===== src/brake_ctl_pkg.sv =====
// Purpose: Shared constants and types for the power-loss brake and config block
// Assumes: 25 MHz mclk, comparator levels arrive asynchronously from analog
// Notes: Register offsets are the byte-free I2C register addresses
// Behaviour
// - Sense low below brake threshold, or sense high below lockout: coast.
// - Brake by turning on all three low-side transistors together.
// - Sense low, supply between threshold and boost level: PWM brake.
// - Brake is released briefly so winding current charges supply capacitor.
// - At boost level the supply is regulated by hysteretic brake release.
// - Above boost level: continuous brake, no release pulses.
// - Sense high above lockout: run, motor starts only with valid command.
// - Unpowered, spun externally: brake once supply exceeds brake threshold.
// - Nonvolatile word copied into shadow before control uses it.
// - Host reads and writes shadow directly; writes after the load act immediately, earlier ones are ignored.
// - Nonvolatile writes never change running behaviour until power cycle.
// - Bits 2:0 allow value plus one errors before windmill error.
// - Bits 5:3 allow value plus one timeouts before rotor is stationary.
// - Bits 8:6 give value plus one windmill assessments.
// - Bit 9 prescaler: tick is one clock when zero, two when one.
// - Bits 12:10 pick timeout 20..562 ms, doubled with prescaler set.
// - Bits 18:14 blanking is (N+1) times 135 times prescale clocks.
// - Bits 26:22 debounce is two to the power N ticks.
// - Bits 31:27 slew step is base fraction times two to the N.
package brake_ctl_pkg;

    localparam int CLK_PERIOD_NS = 40;
    localparam int CLK_PER_MS = 1000000 / CLK_PERIOD_NS;

    // I2C register addresses
    localparam logic [11:0] ADDR_WCFG_SHADOW = 12'h460;
    localparam logic [11:0] ADDR_WCFG_NVM = 12'h4c0;
    localparam logic [7:0] NVM_WCFG_WORD = 8'h00;
    localparam logic [31:0] SHADOW_RESET = 32'h0000_0000;

    // Field positions of the windmill configuration word
    localparam int F_ERR_LO = 0;
    localparam int F_TO_LO = 3;
    localparam int F_ASSESS_LO = 6;
    localparam int F_PRESCALE = 9;
    localparam int F_TSEL_LO = 10;
    localparam int F_BLANK_LO = 14;
    localparam int F_DEB_LO = 22;
    localparam int F_SLEW_LO = 27;
    localparam int BLANK_UNIT_CYC = 135;

    // Timeout table in milliseconds
    localparam int TO_MS_0 = 20;
    localparam int TO_MS_1 = 40;
    localparam int TO_MS_2 = 81;
    localparam int TO_MS_3 = 121;
    localparam int TO_MS_4 = 162;
    localparam int TO_MS_5 = 202;
    localparam int TO_MS_6 = 243;
    localparam int TO_MS_7 = 562;

    // Brake PWM timing
    localparam int BRAKE_PERIOD_NS = 40000;
    localparam int BRAKE_RELEASE_NS = 4000;
    localparam int BRAKE_PERIOD_CYC = BRAKE_PERIOD_NS / CLK_PERIOD_NS;
    localparam int BRAKE_RELEASE_CYC = (BRAKE_RELEASE_NS + CLK_PERIOD_NS - 1) / CLK_PERIOD_NS;

    // Comparator bit positions in the level vectors
    localparam int C_SENSE = 0;
    localparam int C_TH = 1;
    localparam int C_BOOST = 2;
    localparam int C_OVER = 3;
    localparam int C_UVLO = 4;

    typedef enum logic [2:0] {
        MODE_COAST = 3'b000,
        MODE_PWM_BRAKE = 3'b001,
        MODE_BOOST_BRAKE = 3'b010,
        MODE_FULL_BRAKE = 3'b011,
        MODE_RUN = 3'b100
    } brake_mode_t;

    typedef enum logic [1:0] {
        LD_REQ = 2'b00,
        LD_WAIT = 2'b01,
        LD_DONE = 2'b10
    } load_state_t;

    typedef struct packed {
        logic [3:0] err_limit;
        logic [3:0] timeout_limit;
        logic [3:0] assess_count;
        logic [1:0] tick_div;
        logic [24:0] timeout_cyc;
        logic [13:0] blank_cyc;
        logic [31:0] debounce_ticks;
        logic [4:0] slew_shift;
    } spin_cfg_t;

    typedef struct packed {
        logic [4:0] sync1;
        logic [4:0] sync2;
        logic [4:0] sync3;
        logic [4:0] lvl;
        load_state_t load;
        logic nvm_rd_en;
        logic nvm_wr_en;
        logic [31:0] nvm_wdata;
        logic [31:0] shadow;
        logic [31:0] nvm_image;
        logic [31:0] rdata;
        brake_mode_t mode;
        logic boost_reached;
        logic [9:0] pwm_cnt;
        logic [2:0] low_side_on;
        logic motor_run;
        spin_cfg_t cfg;
    } ctl_state_t;

endpackage


===== src/power_loss_brake_control.sv =====
// Purpose: Power-loss brake mode selection and windmill config shadow
// Assumes: Comparator levels asynchronous; register port driven by I2C engine
// Notes: Single nonvolatile word loaded once after reset release
`timescale 1ns/10ps
module power_loss_brake_control (
    input wire logic mclk,
    input wire logic rst_n,
    input wire logic sense_above_threshold,
    input wire logic supply_above_brake_threshold,
    input wire logic supply_at_boost_level,
    input wire logic supply_over_boost_level,
    input wire logic supply_above_lockout,
    input wire logic speed_cmd_valid,
    input wire logic [11:0] reg_addr,
    input wire logic reg_wr,
    input wire logic reg_rd,
    input wire logic [31:0] reg_wdata,
    output logic [31:0] reg_rdata,
    output logic nvm_rd_en,
    output logic [7:0] nvm_addr,
    input wire logic nvm_rd_valid,
    input wire logic [31:0] nvm_rdata,
    output logic nvm_wr_en,
    output logic [31:0] nvm_wdata,
    output logic config_ready,
    output logic [2:0] low_side_on,
    output logic motor_run,
    output logic [2:0] brake_mode,
    output brake_ctl_pkg::spin_cfg_t spin_cfg
);

    brake_ctl_pkg::ctl_state_t st_r;
    brake_ctl_pkg::ctl_state_t st_nxt;

    // Timeout in cycles from selector; prescaler doubles it
    function automatic logic [24:0] timeout_cycles(input logic [2:0] sel, input logic pre);
        int ms;
        logic [24:0] cyc;
        ms = 0;
        unique case (sel)
            3'h0: ms = brake_ctl_pkg::TO_MS_0;
            3'h1: ms = brake_ctl_pkg::TO_MS_1;
            3'h2: ms = brake_ctl_pkg::TO_MS_2;
            3'h3: ms = brake_ctl_pkg::TO_MS_3;
            3'h4: ms = brake_ctl_pkg::TO_MS_4;
            3'h5: ms = brake_ctl_pkg::TO_MS_5;
            3'h6: ms = brake_ctl_pkg::TO_MS_6;
            3'h7: ms = brake_ctl_pkg::TO_MS_7;
        endcase
        cyc = 25'(ms * brake_ctl_pkg::CLK_PER_MS);
        timeout_cycles = pre ? 25'(cyc << 1) : cyc;
    endfunction

    // Decode the configuration word into ready-to-use counts
    function automatic brake_ctl_pkg::spin_cfg_t decode_cfg(input logic [31:0] w);
        brake_ctl_pkg::spin_cfg_t c;
        logic pre;
        pre = w[brake_ctl_pkg::F_PRESCALE];
        c.err_limit = {1'b0, w[brake_ctl_pkg::F_ERR_LO +: 3]} + 4'h1;
        c.timeout_limit = {1'b0, w[brake_ctl_pkg::F_TO_LO +: 3]} + 4'h1;
        c.assess_count = {1'b0, w[brake_ctl_pkg::F_ASSESS_LO +: 3]} + 4'h1;
        c.tick_div = pre ? 2'h2 : 2'h1;
        c.timeout_cyc = timeout_cycles(w[brake_ctl_pkg::F_TSEL_LO +: 3], pre);
        c.blank_cyc = 14'(({9'h000, w[brake_ctl_pkg::F_BLANK_LO +: 5]} + 14'h0001)
                      * 14'(brake_ctl_pkg::BLANK_UNIT_CYC) * {12'h000, c.tick_div});
        c.debounce_ticks = 32'h0000_0001 << w[brake_ctl_pkg::F_DEB_LO +: 5];
        c.slew_shift = w[brake_ctl_pkg::F_SLEW_LO +: 5];
        decode_cfg = c;
    endfunction

    // Next-state logic for the whole block
    always_comb begin
        logic [4:0] raw;
        logic brake_on;
        raw = 5'h00;
        brake_on = 1'b0;
        st_nxt = st_r;
        st_nxt.nvm_rd_en = 1'b0;
        st_nxt.nvm_wr_en = 1'b0;

        // Three-stage synchroniser; a level moves only when stages two and three agree
        raw[brake_ctl_pkg::C_SENSE] = sense_above_threshold;
        raw[brake_ctl_pkg::C_TH] = supply_above_brake_threshold;
        raw[brake_ctl_pkg::C_BOOST] = supply_at_boost_level;
        raw[brake_ctl_pkg::C_OVER] = supply_over_boost_level;
        raw[brake_ctl_pkg::C_UVLO] = supply_above_lockout;
        st_nxt.sync1 = raw;
        st_nxt.sync2 = st_r.sync1;
        st_nxt.sync3 = st_r.sync2;
        for (int i = 0; i < 5; i++) begin
            if (st_r.sync2[i] == st_r.sync3[i]) begin
                st_nxt.lvl[i] = st_r.sync3[i];
            end
        end

        // One-time copy of the nonvolatile word into the shadow
        unique case (st_r.load)
            brake_ctl_pkg::LD_REQ: begin
                st_nxt.nvm_rd_en = 1'b1;
                st_nxt.load = brake_ctl_pkg::LD_WAIT;
            end
            brake_ctl_pkg::LD_WAIT: begin
                if (nvm_rd_valid) begin
                    st_nxt.shadow = nvm_rdata;
                    st_nxt.nvm_image = nvm_rdata;
                    st_nxt.cfg = decode_cfg(nvm_rdata);
                    st_nxt.load = brake_ctl_pkg::LD_DONE;
                end
            end
            brake_ctl_pkg::LD_DONE: begin
                st_nxt.load = brake_ctl_pkg::LD_DONE;
            end
            default: begin
                st_nxt.load = brake_ctl_pkg::LD_REQ;
            end
        endcase

        // Host writes; ignored until the shadow is loaded so the copy is not overwritten
        if (reg_wr && st_r.load == brake_ctl_pkg::LD_DONE) begin
            if (reg_addr == brake_ctl_pkg::ADDR_WCFG_SHADOW) begin
                st_nxt.shadow = reg_wdata;
                st_nxt.cfg = decode_cfg(reg_wdata);
            end else if (reg_addr == brake_ctl_pkg::ADDR_WCFG_NVM) begin
                // Shadow and decoded values untouched until next power cycle
                st_nxt.nvm_wr_en = 1'b1;
                st_nxt.nvm_wdata = reg_wdata;
                st_nxt.nvm_image = reg_wdata;
            end
        end

        // Read data, zero for unmapped addresses
        if (reg_rd) begin
            if (reg_addr == brake_ctl_pkg::ADDR_WCFG_SHADOW) begin
                st_nxt.rdata = st_r.shadow;
            end else if (reg_addr == brake_ctl_pkg::ADDR_WCFG_NVM) begin
                st_nxt.rdata = st_r.nvm_image;
            end else begin
                st_nxt.rdata = 32'h0000_0000;
            end
        end

        // Mode from synchronised levels only
        if (!st_r.lvl[brake_ctl_pkg::C_SENSE]) begin
            if (!st_r.lvl[brake_ctl_pkg::C_TH]) begin
                st_nxt.mode = brake_ctl_pkg::MODE_COAST;
            end else if (st_r.lvl[brake_ctl_pkg::C_OVER]) begin
                st_nxt.mode = brake_ctl_pkg::MODE_FULL_BRAKE;
            end else if (st_r.boost_reached || st_r.lvl[brake_ctl_pkg::C_BOOST]) begin
                st_nxt.mode = brake_ctl_pkg::MODE_BOOST_BRAKE;
            end else begin
                st_nxt.mode = brake_ctl_pkg::MODE_PWM_BRAKE;
            end
        end else if (st_r.lvl[brake_ctl_pkg::C_UVLO]) begin
            st_nxt.mode = brake_ctl_pkg::MODE_RUN;
        end else begin
            st_nxt.mode = brake_ctl_pkg::MODE_COAST;
        end

        // Boost regulation holds once the level is met, until braking stops
        if (st_r.lvl[brake_ctl_pkg::C_SENSE] || !st_r.lvl[brake_ctl_pkg::C_TH]) begin
            st_nxt.boost_reached = 1'b0;
        end else if (st_r.lvl[brake_ctl_pkg::C_BOOST]) begin
            st_nxt.boost_reached = 1'b1;
        end

        // Brake PWM period counter, restarted outside PWM braking
        if (st_r.mode != brake_ctl_pkg::MODE_PWM_BRAKE
            || st_r.pwm_cnt == 10'(brake_ctl_pkg::BRAKE_PERIOD_CYC - 1)) begin
            st_nxt.pwm_cnt = 10'h000;
        end else begin
            st_nxt.pwm_cnt = st_r.pwm_cnt + 10'h001;
        end

        // Low-side drive per mode; releases let winding current lift the supply
        unique case (st_r.mode)
            brake_ctl_pkg::MODE_PWM_BRAKE: begin
                brake_on = st_r.pwm_cnt >= 10'(brake_ctl_pkg::BRAKE_RELEASE_CYC);
            end
            brake_ctl_pkg::MODE_BOOST_BRAKE: begin
                brake_on = st_r.lvl[brake_ctl_pkg::C_BOOST];
            end
            brake_ctl_pkg::MODE_FULL_BRAKE: begin
                brake_on = 1'b1;
            end
            brake_ctl_pkg::MODE_COAST, brake_ctl_pkg::MODE_RUN: begin
                brake_on = 1'b0;
            end
            default: begin
                brake_on = 1'b0;
            end
        endcase
        st_nxt.low_side_on = {3{brake_on}};

        // Run needs loaded config and a valid speed command
        st_nxt.motor_run = st_r.mode == brake_ctl_pkg::MODE_RUN && speed_cmd_valid
                           && st_r.load == brake_ctl_pkg::LD_DONE;
    end

    // State register, synchronous reset
    always_ff @(posedge mclk) begin
        if (!rst_n) begin
            st_r <= '0;
            st_r.load <= brake_ctl_pkg::LD_REQ;
            st_r.mode <= brake_ctl_pkg::MODE_COAST;
            st_r.shadow <= brake_ctl_pkg::SHADOW_RESET;
            st_r.cfg <= decode_cfg(brake_ctl_pkg::SHADOW_RESET);
        end else begin
            st_r <= st_nxt;
        end
    end

    // Outputs straight from the state register, except nvm_addr which is a constant and config_ready decoded from the load state
    assign reg_rdata = st_r.rdata;
    assign nvm_rd_en = st_r.nvm_rd_en;
    assign nvm_addr = brake_ctl_pkg::NVM_WCFG_WORD;
    assign nvm_wr_en = st_r.nvm_wr_en;
    assign nvm_wdata = st_r.nvm_wdata;
    assign config_ready = st_r.load == brake_ctl_pkg::LD_DONE;
    assign low_side_on = st_r.low_side_on;
    assign motor_run = st_r.motor_run;
    assign brake_mode = st_r.mode;
    assign spin_cfg = st_r.cfg;

    // Helper: cycles spent in PWM braking with brake held on
    logic [10:0] on_run_r;
    always_ff @(posedge mclk) begin
        if (!rst_n || !(low_side_on[0] && brake_mode == brake_ctl_pkg::MODE_PWM_BRAKE)) begin
            on_run_r <= 11'h000;
        end else begin
            on_run_r <= on_run_r + 11'h001;
        end
    end
endmodule


===== config.mk =====
export PLATFORM = sky130hd
export DESIGN_NAME = power_loss_brake_control
export DESIGN_NICKNAME = d
export VERILOG_FILES = /design/src/brake_ctl_pkg.sv /design/src/power_loss_brake_control.sv
export SDC_FILE = /design/constraint.sdc
export NUM_CORES = 1
export LEC_CHECK = 0
export CAP_MARGIN = 0
export CORE_ASPECT_RATIO = 0.75
export CORE_MARGIN = 2
export CORE_UTILIZATION = 35
export CTS_CLUSTER_SIZE = 30
export DETAILED_ROUTE_END_ITERATION = 10
export DONT_BUFFER_PORTS = 1
export PLACE_DENSITY = 0.57
export SLEW_MARGIN = 25
export SYNTH_ARGS = -nofsm -noshare
export SYNTH_HDL_FRONTEND = slang
export SYNTH_SLANG_ARGS = --single-unit

===== constraint.sdc =====
create_clock -name mclk -period 11.68 [get_ports mclk]
set_clock_uncertainty 0.1 [all_clocks]
set_input_delay 2.336 -clock mclk [delete_from_list [all_inputs] [get_ports mclk]]
set_output_delay 2.336 -clock mclk [all_outputs]
set_load 0.01 [all_outputs]

==> impl_metrics.csv <==
group,metric,value,unit
clock_network,clk_latency,0.59,ns
yosys,syn-cell-area,19100,sq um
clock_network,cts_hold_buf,0,
sta,worst_pin_slew,1.05,ns
grt,grt_antenna_before_repair,0,
yosys,async_reset_ff_share,0,%
power_and_ir_drop,swShare,37.5,%
clock_network,cts-buffers-inserted,31,
clock_network,cts.sinks,258,
power_and_ir_drop,pwr-share-seq,32.5,%
yosys,synth_top_area_cell,"dfxtp_1",
place,hpwl,42500,um
detailed_routing,detail_route.first_pass.iterations,5,
place,placed_cell_area,18400,sq um
power_and_ir_drop,p_clk_share,32.4,%
power_and_ir_drop,pwr-share-comb,35.1,%
final_layout,stdcell_count,2861,
sta,finalHoldViolCount,0,
floorplan,die_h,207,um
yosys,synth_sequential_area_ratio,27.0,%
yosys,synth_top_cell_area_share,27.0,%
power_and_ir_drop,ir_worst_vdd,0.135,mV
yosys,synth_top_family_by_area,"compound AO/OA/AOI/OAI gates",
power_and_ir_drop,p_leak,8.25,nW
detailed_routing,routedWlPerCell,20.5,um
final_layout,layout-drive-gt1-share,4.82,%
clock_network,cts.clk_slew.worst_paths,0.06,ns
setup_path,cp_top_family,"adder cells",
grt,grt_overflow_total,0,
yosys,synth_compound_area_share,19.4,%
final_layout,syn_to_final_growth,1.76,%
min_path,hp-class,"reg -> reg",
setup_path,cp_data_required_time,12.06,ns
clock_network,postCtsResizedCells,0,
yosys,synth_cell_type_count,83,
grt,grt_first_pass_wirelength,89500,um
yosys,synth.area.mux_share,1.80,%
yosys,synthAdderAreaFrac,18.0,%
floorplan,core_area,54300,sq um
final_layout,antenna_cells,0,
detailed_routing,wl_met2,25100,um
yosys,ys_seq_elements,258,
yosys,syn_inst,2368,
detailed_routing,route.met3.wl,4330,um
status,outcome,"complete, no violations",
setup_path,arrival,7.76,ns
setup_path,worst_setup_path_start_kind,"input pin",
detailed_routing,drt_wl_total,58600,um
clock_network,cts.path.max_buffers,3,
sta,drv_slew,0,
clock_network,post_cts_buffers,0,
detailed_routing,drt_iter0_drc,1156,
clock_network,cts_tree,"yes",
setup_path,crit_slowest_cell,"a2111oi_0",
detailed_routing,highest_layer,"met4",
final_layout,fin_area,19500,sq um
setup_path,critPathMostFrequentCell,"ha_1",
sta,timing.hold.ws,0.334,ns
grt,grt.total_usage,20.0,%
sta,final-setup-viol-count,0,
floorplan,io_pins,259,
yosys,synth_area_leaders,"dfxtp_1 27%, ha_1 14%, buf_4 6.6%",
setup_path,path_buf_inv,4,
place,numPortBuffers,0,
floorplan,initial_core_util,35.3,%
setup_path,crit_chain,"inv_1 -> ha_1 -> mux2i_1 -> inv_1 -> ha_1 -> ha_1 -> ha_1 -> fa_1 -> inv_1 -> fa_1 -> inv_1 -> ha_1 -> a211o_1 -> a2111oi_0 -> o31ai_1 -> xor2_1 -> nand2_1 -> o2111ai_1 -> and4b_1",
yosys,synth_warnings,0,
setup_path,worstSetupEndpointType,"register",
detailed_routing,wl_met1,28100,um
final_layout,nets,2457,
power_and_ir_drop,p_switching,1.19,mW
flow_run,cap_violations,0,
setup_path,cp_slowest_stage_delay,0.92,ns
sta,grt_setup_unrepaired,"false",
floorplan,die_x,274,um
detailed_routing,drc,0,
sta,timing.final.crit_period,7.39,ns
floorplan,die_area,56600,sq um
floorplan,num_rows,74,
clock_network,htreeDepth,1,
detailed_routing,antenna_left,0,
sta,timing.fmax,0.135,GHz
clock_network,clockRootBuffer,"clkbuf_16",
place,gp_congestion,0.873,
power_and_ir_drop,power.internal,1.99,mW
yosys,synth_edf_count,0,
power_and_ir_drop,power_density,163,nW/um^2
grt,grt_max_degree,90,
detailed_routing,avgViaCountPerCell,5.47,
yosys,syn_avg_cell_area,8.08,sq um
yosys,ys.flop_type,"dfxtp_1",
yosys,synth-xor-area-share,3.79,%
sta,slew_headroom,28.2,%
place,place_inst,2804,
grt,grt_pass1_vias,15000,
sta,finalSetupTns,0,ns
sta,fin_crit_sh,63.2,%
detailed_routing,vias,15700,
setup_path,crit_type,"in -> reg",
yosys,synth-simple-area-share,17.9,%
setup_path,cp_max_fo,9,
==> cells by family (layout without fill, tap and decap cells) <==
kind of cell,Yosys count,after routing
adders and majority gates,255,255
muxes,34,34
and+or+nand+nor,740,740
other,1,10
AOI/OAI and AO/OA,556,556
buffers and inverters,442,204
DFF,258,258
xor gates and xnor gates,82,82
==> layout make-up <==
type | count | area (sq um)
fillers | 5660 | 34800
multi-input cells | 1677 | 11800
flip-flops and latches | 258 | 5160
well taps | 722 | 903
clock buffers | 38 | 822
inverters | 136 | 515
clock inverters | 19 | 240
repair buffers | 11 | 82.6
==> power groups by stage <==
stage	Clock [mW]	Combinational (mW)	Sequential (mW)
CTS	1.05	1.11	1.03
floorplan	0	0.942	0.998
detailed placement	0	1.10	1.05
global route	1.09	1.26	1.04
finish	1.03	1.11	1.03
global placement	0	1.08	1.05
==> stage by stage <==
| stage | worst slack (ns) | power (mW) | util (%) |
|---|---|---|---|
| global route | 4.08 | 3.40 | 35.9 |
| floorplan | 4.39 | 1.94 | - |
| CTS | 4.43 | 3.20 | 35.9 |
| finish | 4.29 | 3.18 | 35.9 |
| global placement | 3.96 | 2.13 | 33.9 |
| detailed placement | 3.82 | 2.15 | 33.9 |
==> sequential cells by signal (all words and copies together), names as in the netlist <==
register	cells
nvm_rd_en	1
nvm_wdata	32
brake_mode	3
nvm_wr_en	1
motor_run	1
low_side_on	1
st_r	87
reg_rdata	32
st_nxt	10
spin_cfg	90
==> placed cells by master, fill, tap and decap left out, types with 34 or more instances in the layout <==
cell type	Yosys	final
xnor2_1	47	47
dfxtp_1	258	258
ha_1	221	221
xor2_1	34	34
inv_1	133	133
nor3_1	74	74
fa_1	34	34
o21ai_0	58	57
nand2_1	228	227
nor2_1	220	220
a22oi_1	36	36
nand3_1	45	43
a211oi_1	100	100
a21oi_1	178	178
==> layer usage <==
layer	vias to the layer above	global-route usage, %
met3	67	4.62
met5	-	0
met4	0	3.69
met2	435	30.6
met1	7538	28.8
li1	7620	-
==> Yosys cell counts, drive strengths merged (4+ instances only) <==
library cell / count
nor2: 220
ha: 221
o211ai: 21
a211o: 6
nand4: 17
nor4: 11
a21oi: 178
or2: 13
buf: 188
nand2b: 15
xnor2: 47
o311ai: 7
a41oi: 4
a22o: 24
a21o: 31
o31a: 4
dfxtp: 258
a221oi: 4
fa: 34
o211a: 4
nor3: 74
mux2i: 30
inv: 134
nand3b: 4
o21bai: 9
mux2: 4
a211oi: 100
a2111oi: 4
nor3b: 6
o21ai: 58
o31ai: 8
o21a: 9
clkbuf: 118
a31oi: 12
nor2b: 21
a22oi: 36
or3: 8
nand3: 45
and2: 31
and3: 30
xor2: 35
nand2: 228
a311oi: 9
==> final timing paths <==
check	from	endpoint	slack (ns)	depth (start not counted)
worst max register to register	st_r[238]	spin_cfg[52]	8.24	7
worst max-delay path	nvm_rdata[11]	spin_cfg[72]	4.29	19
worst min-delay path	st_nxt[254]	st_nxt[249]	0.33	1
worst min register to register	st_nxt[254]	st_nxt[249]	0.33	1
(Power assumes the default switching activity.)
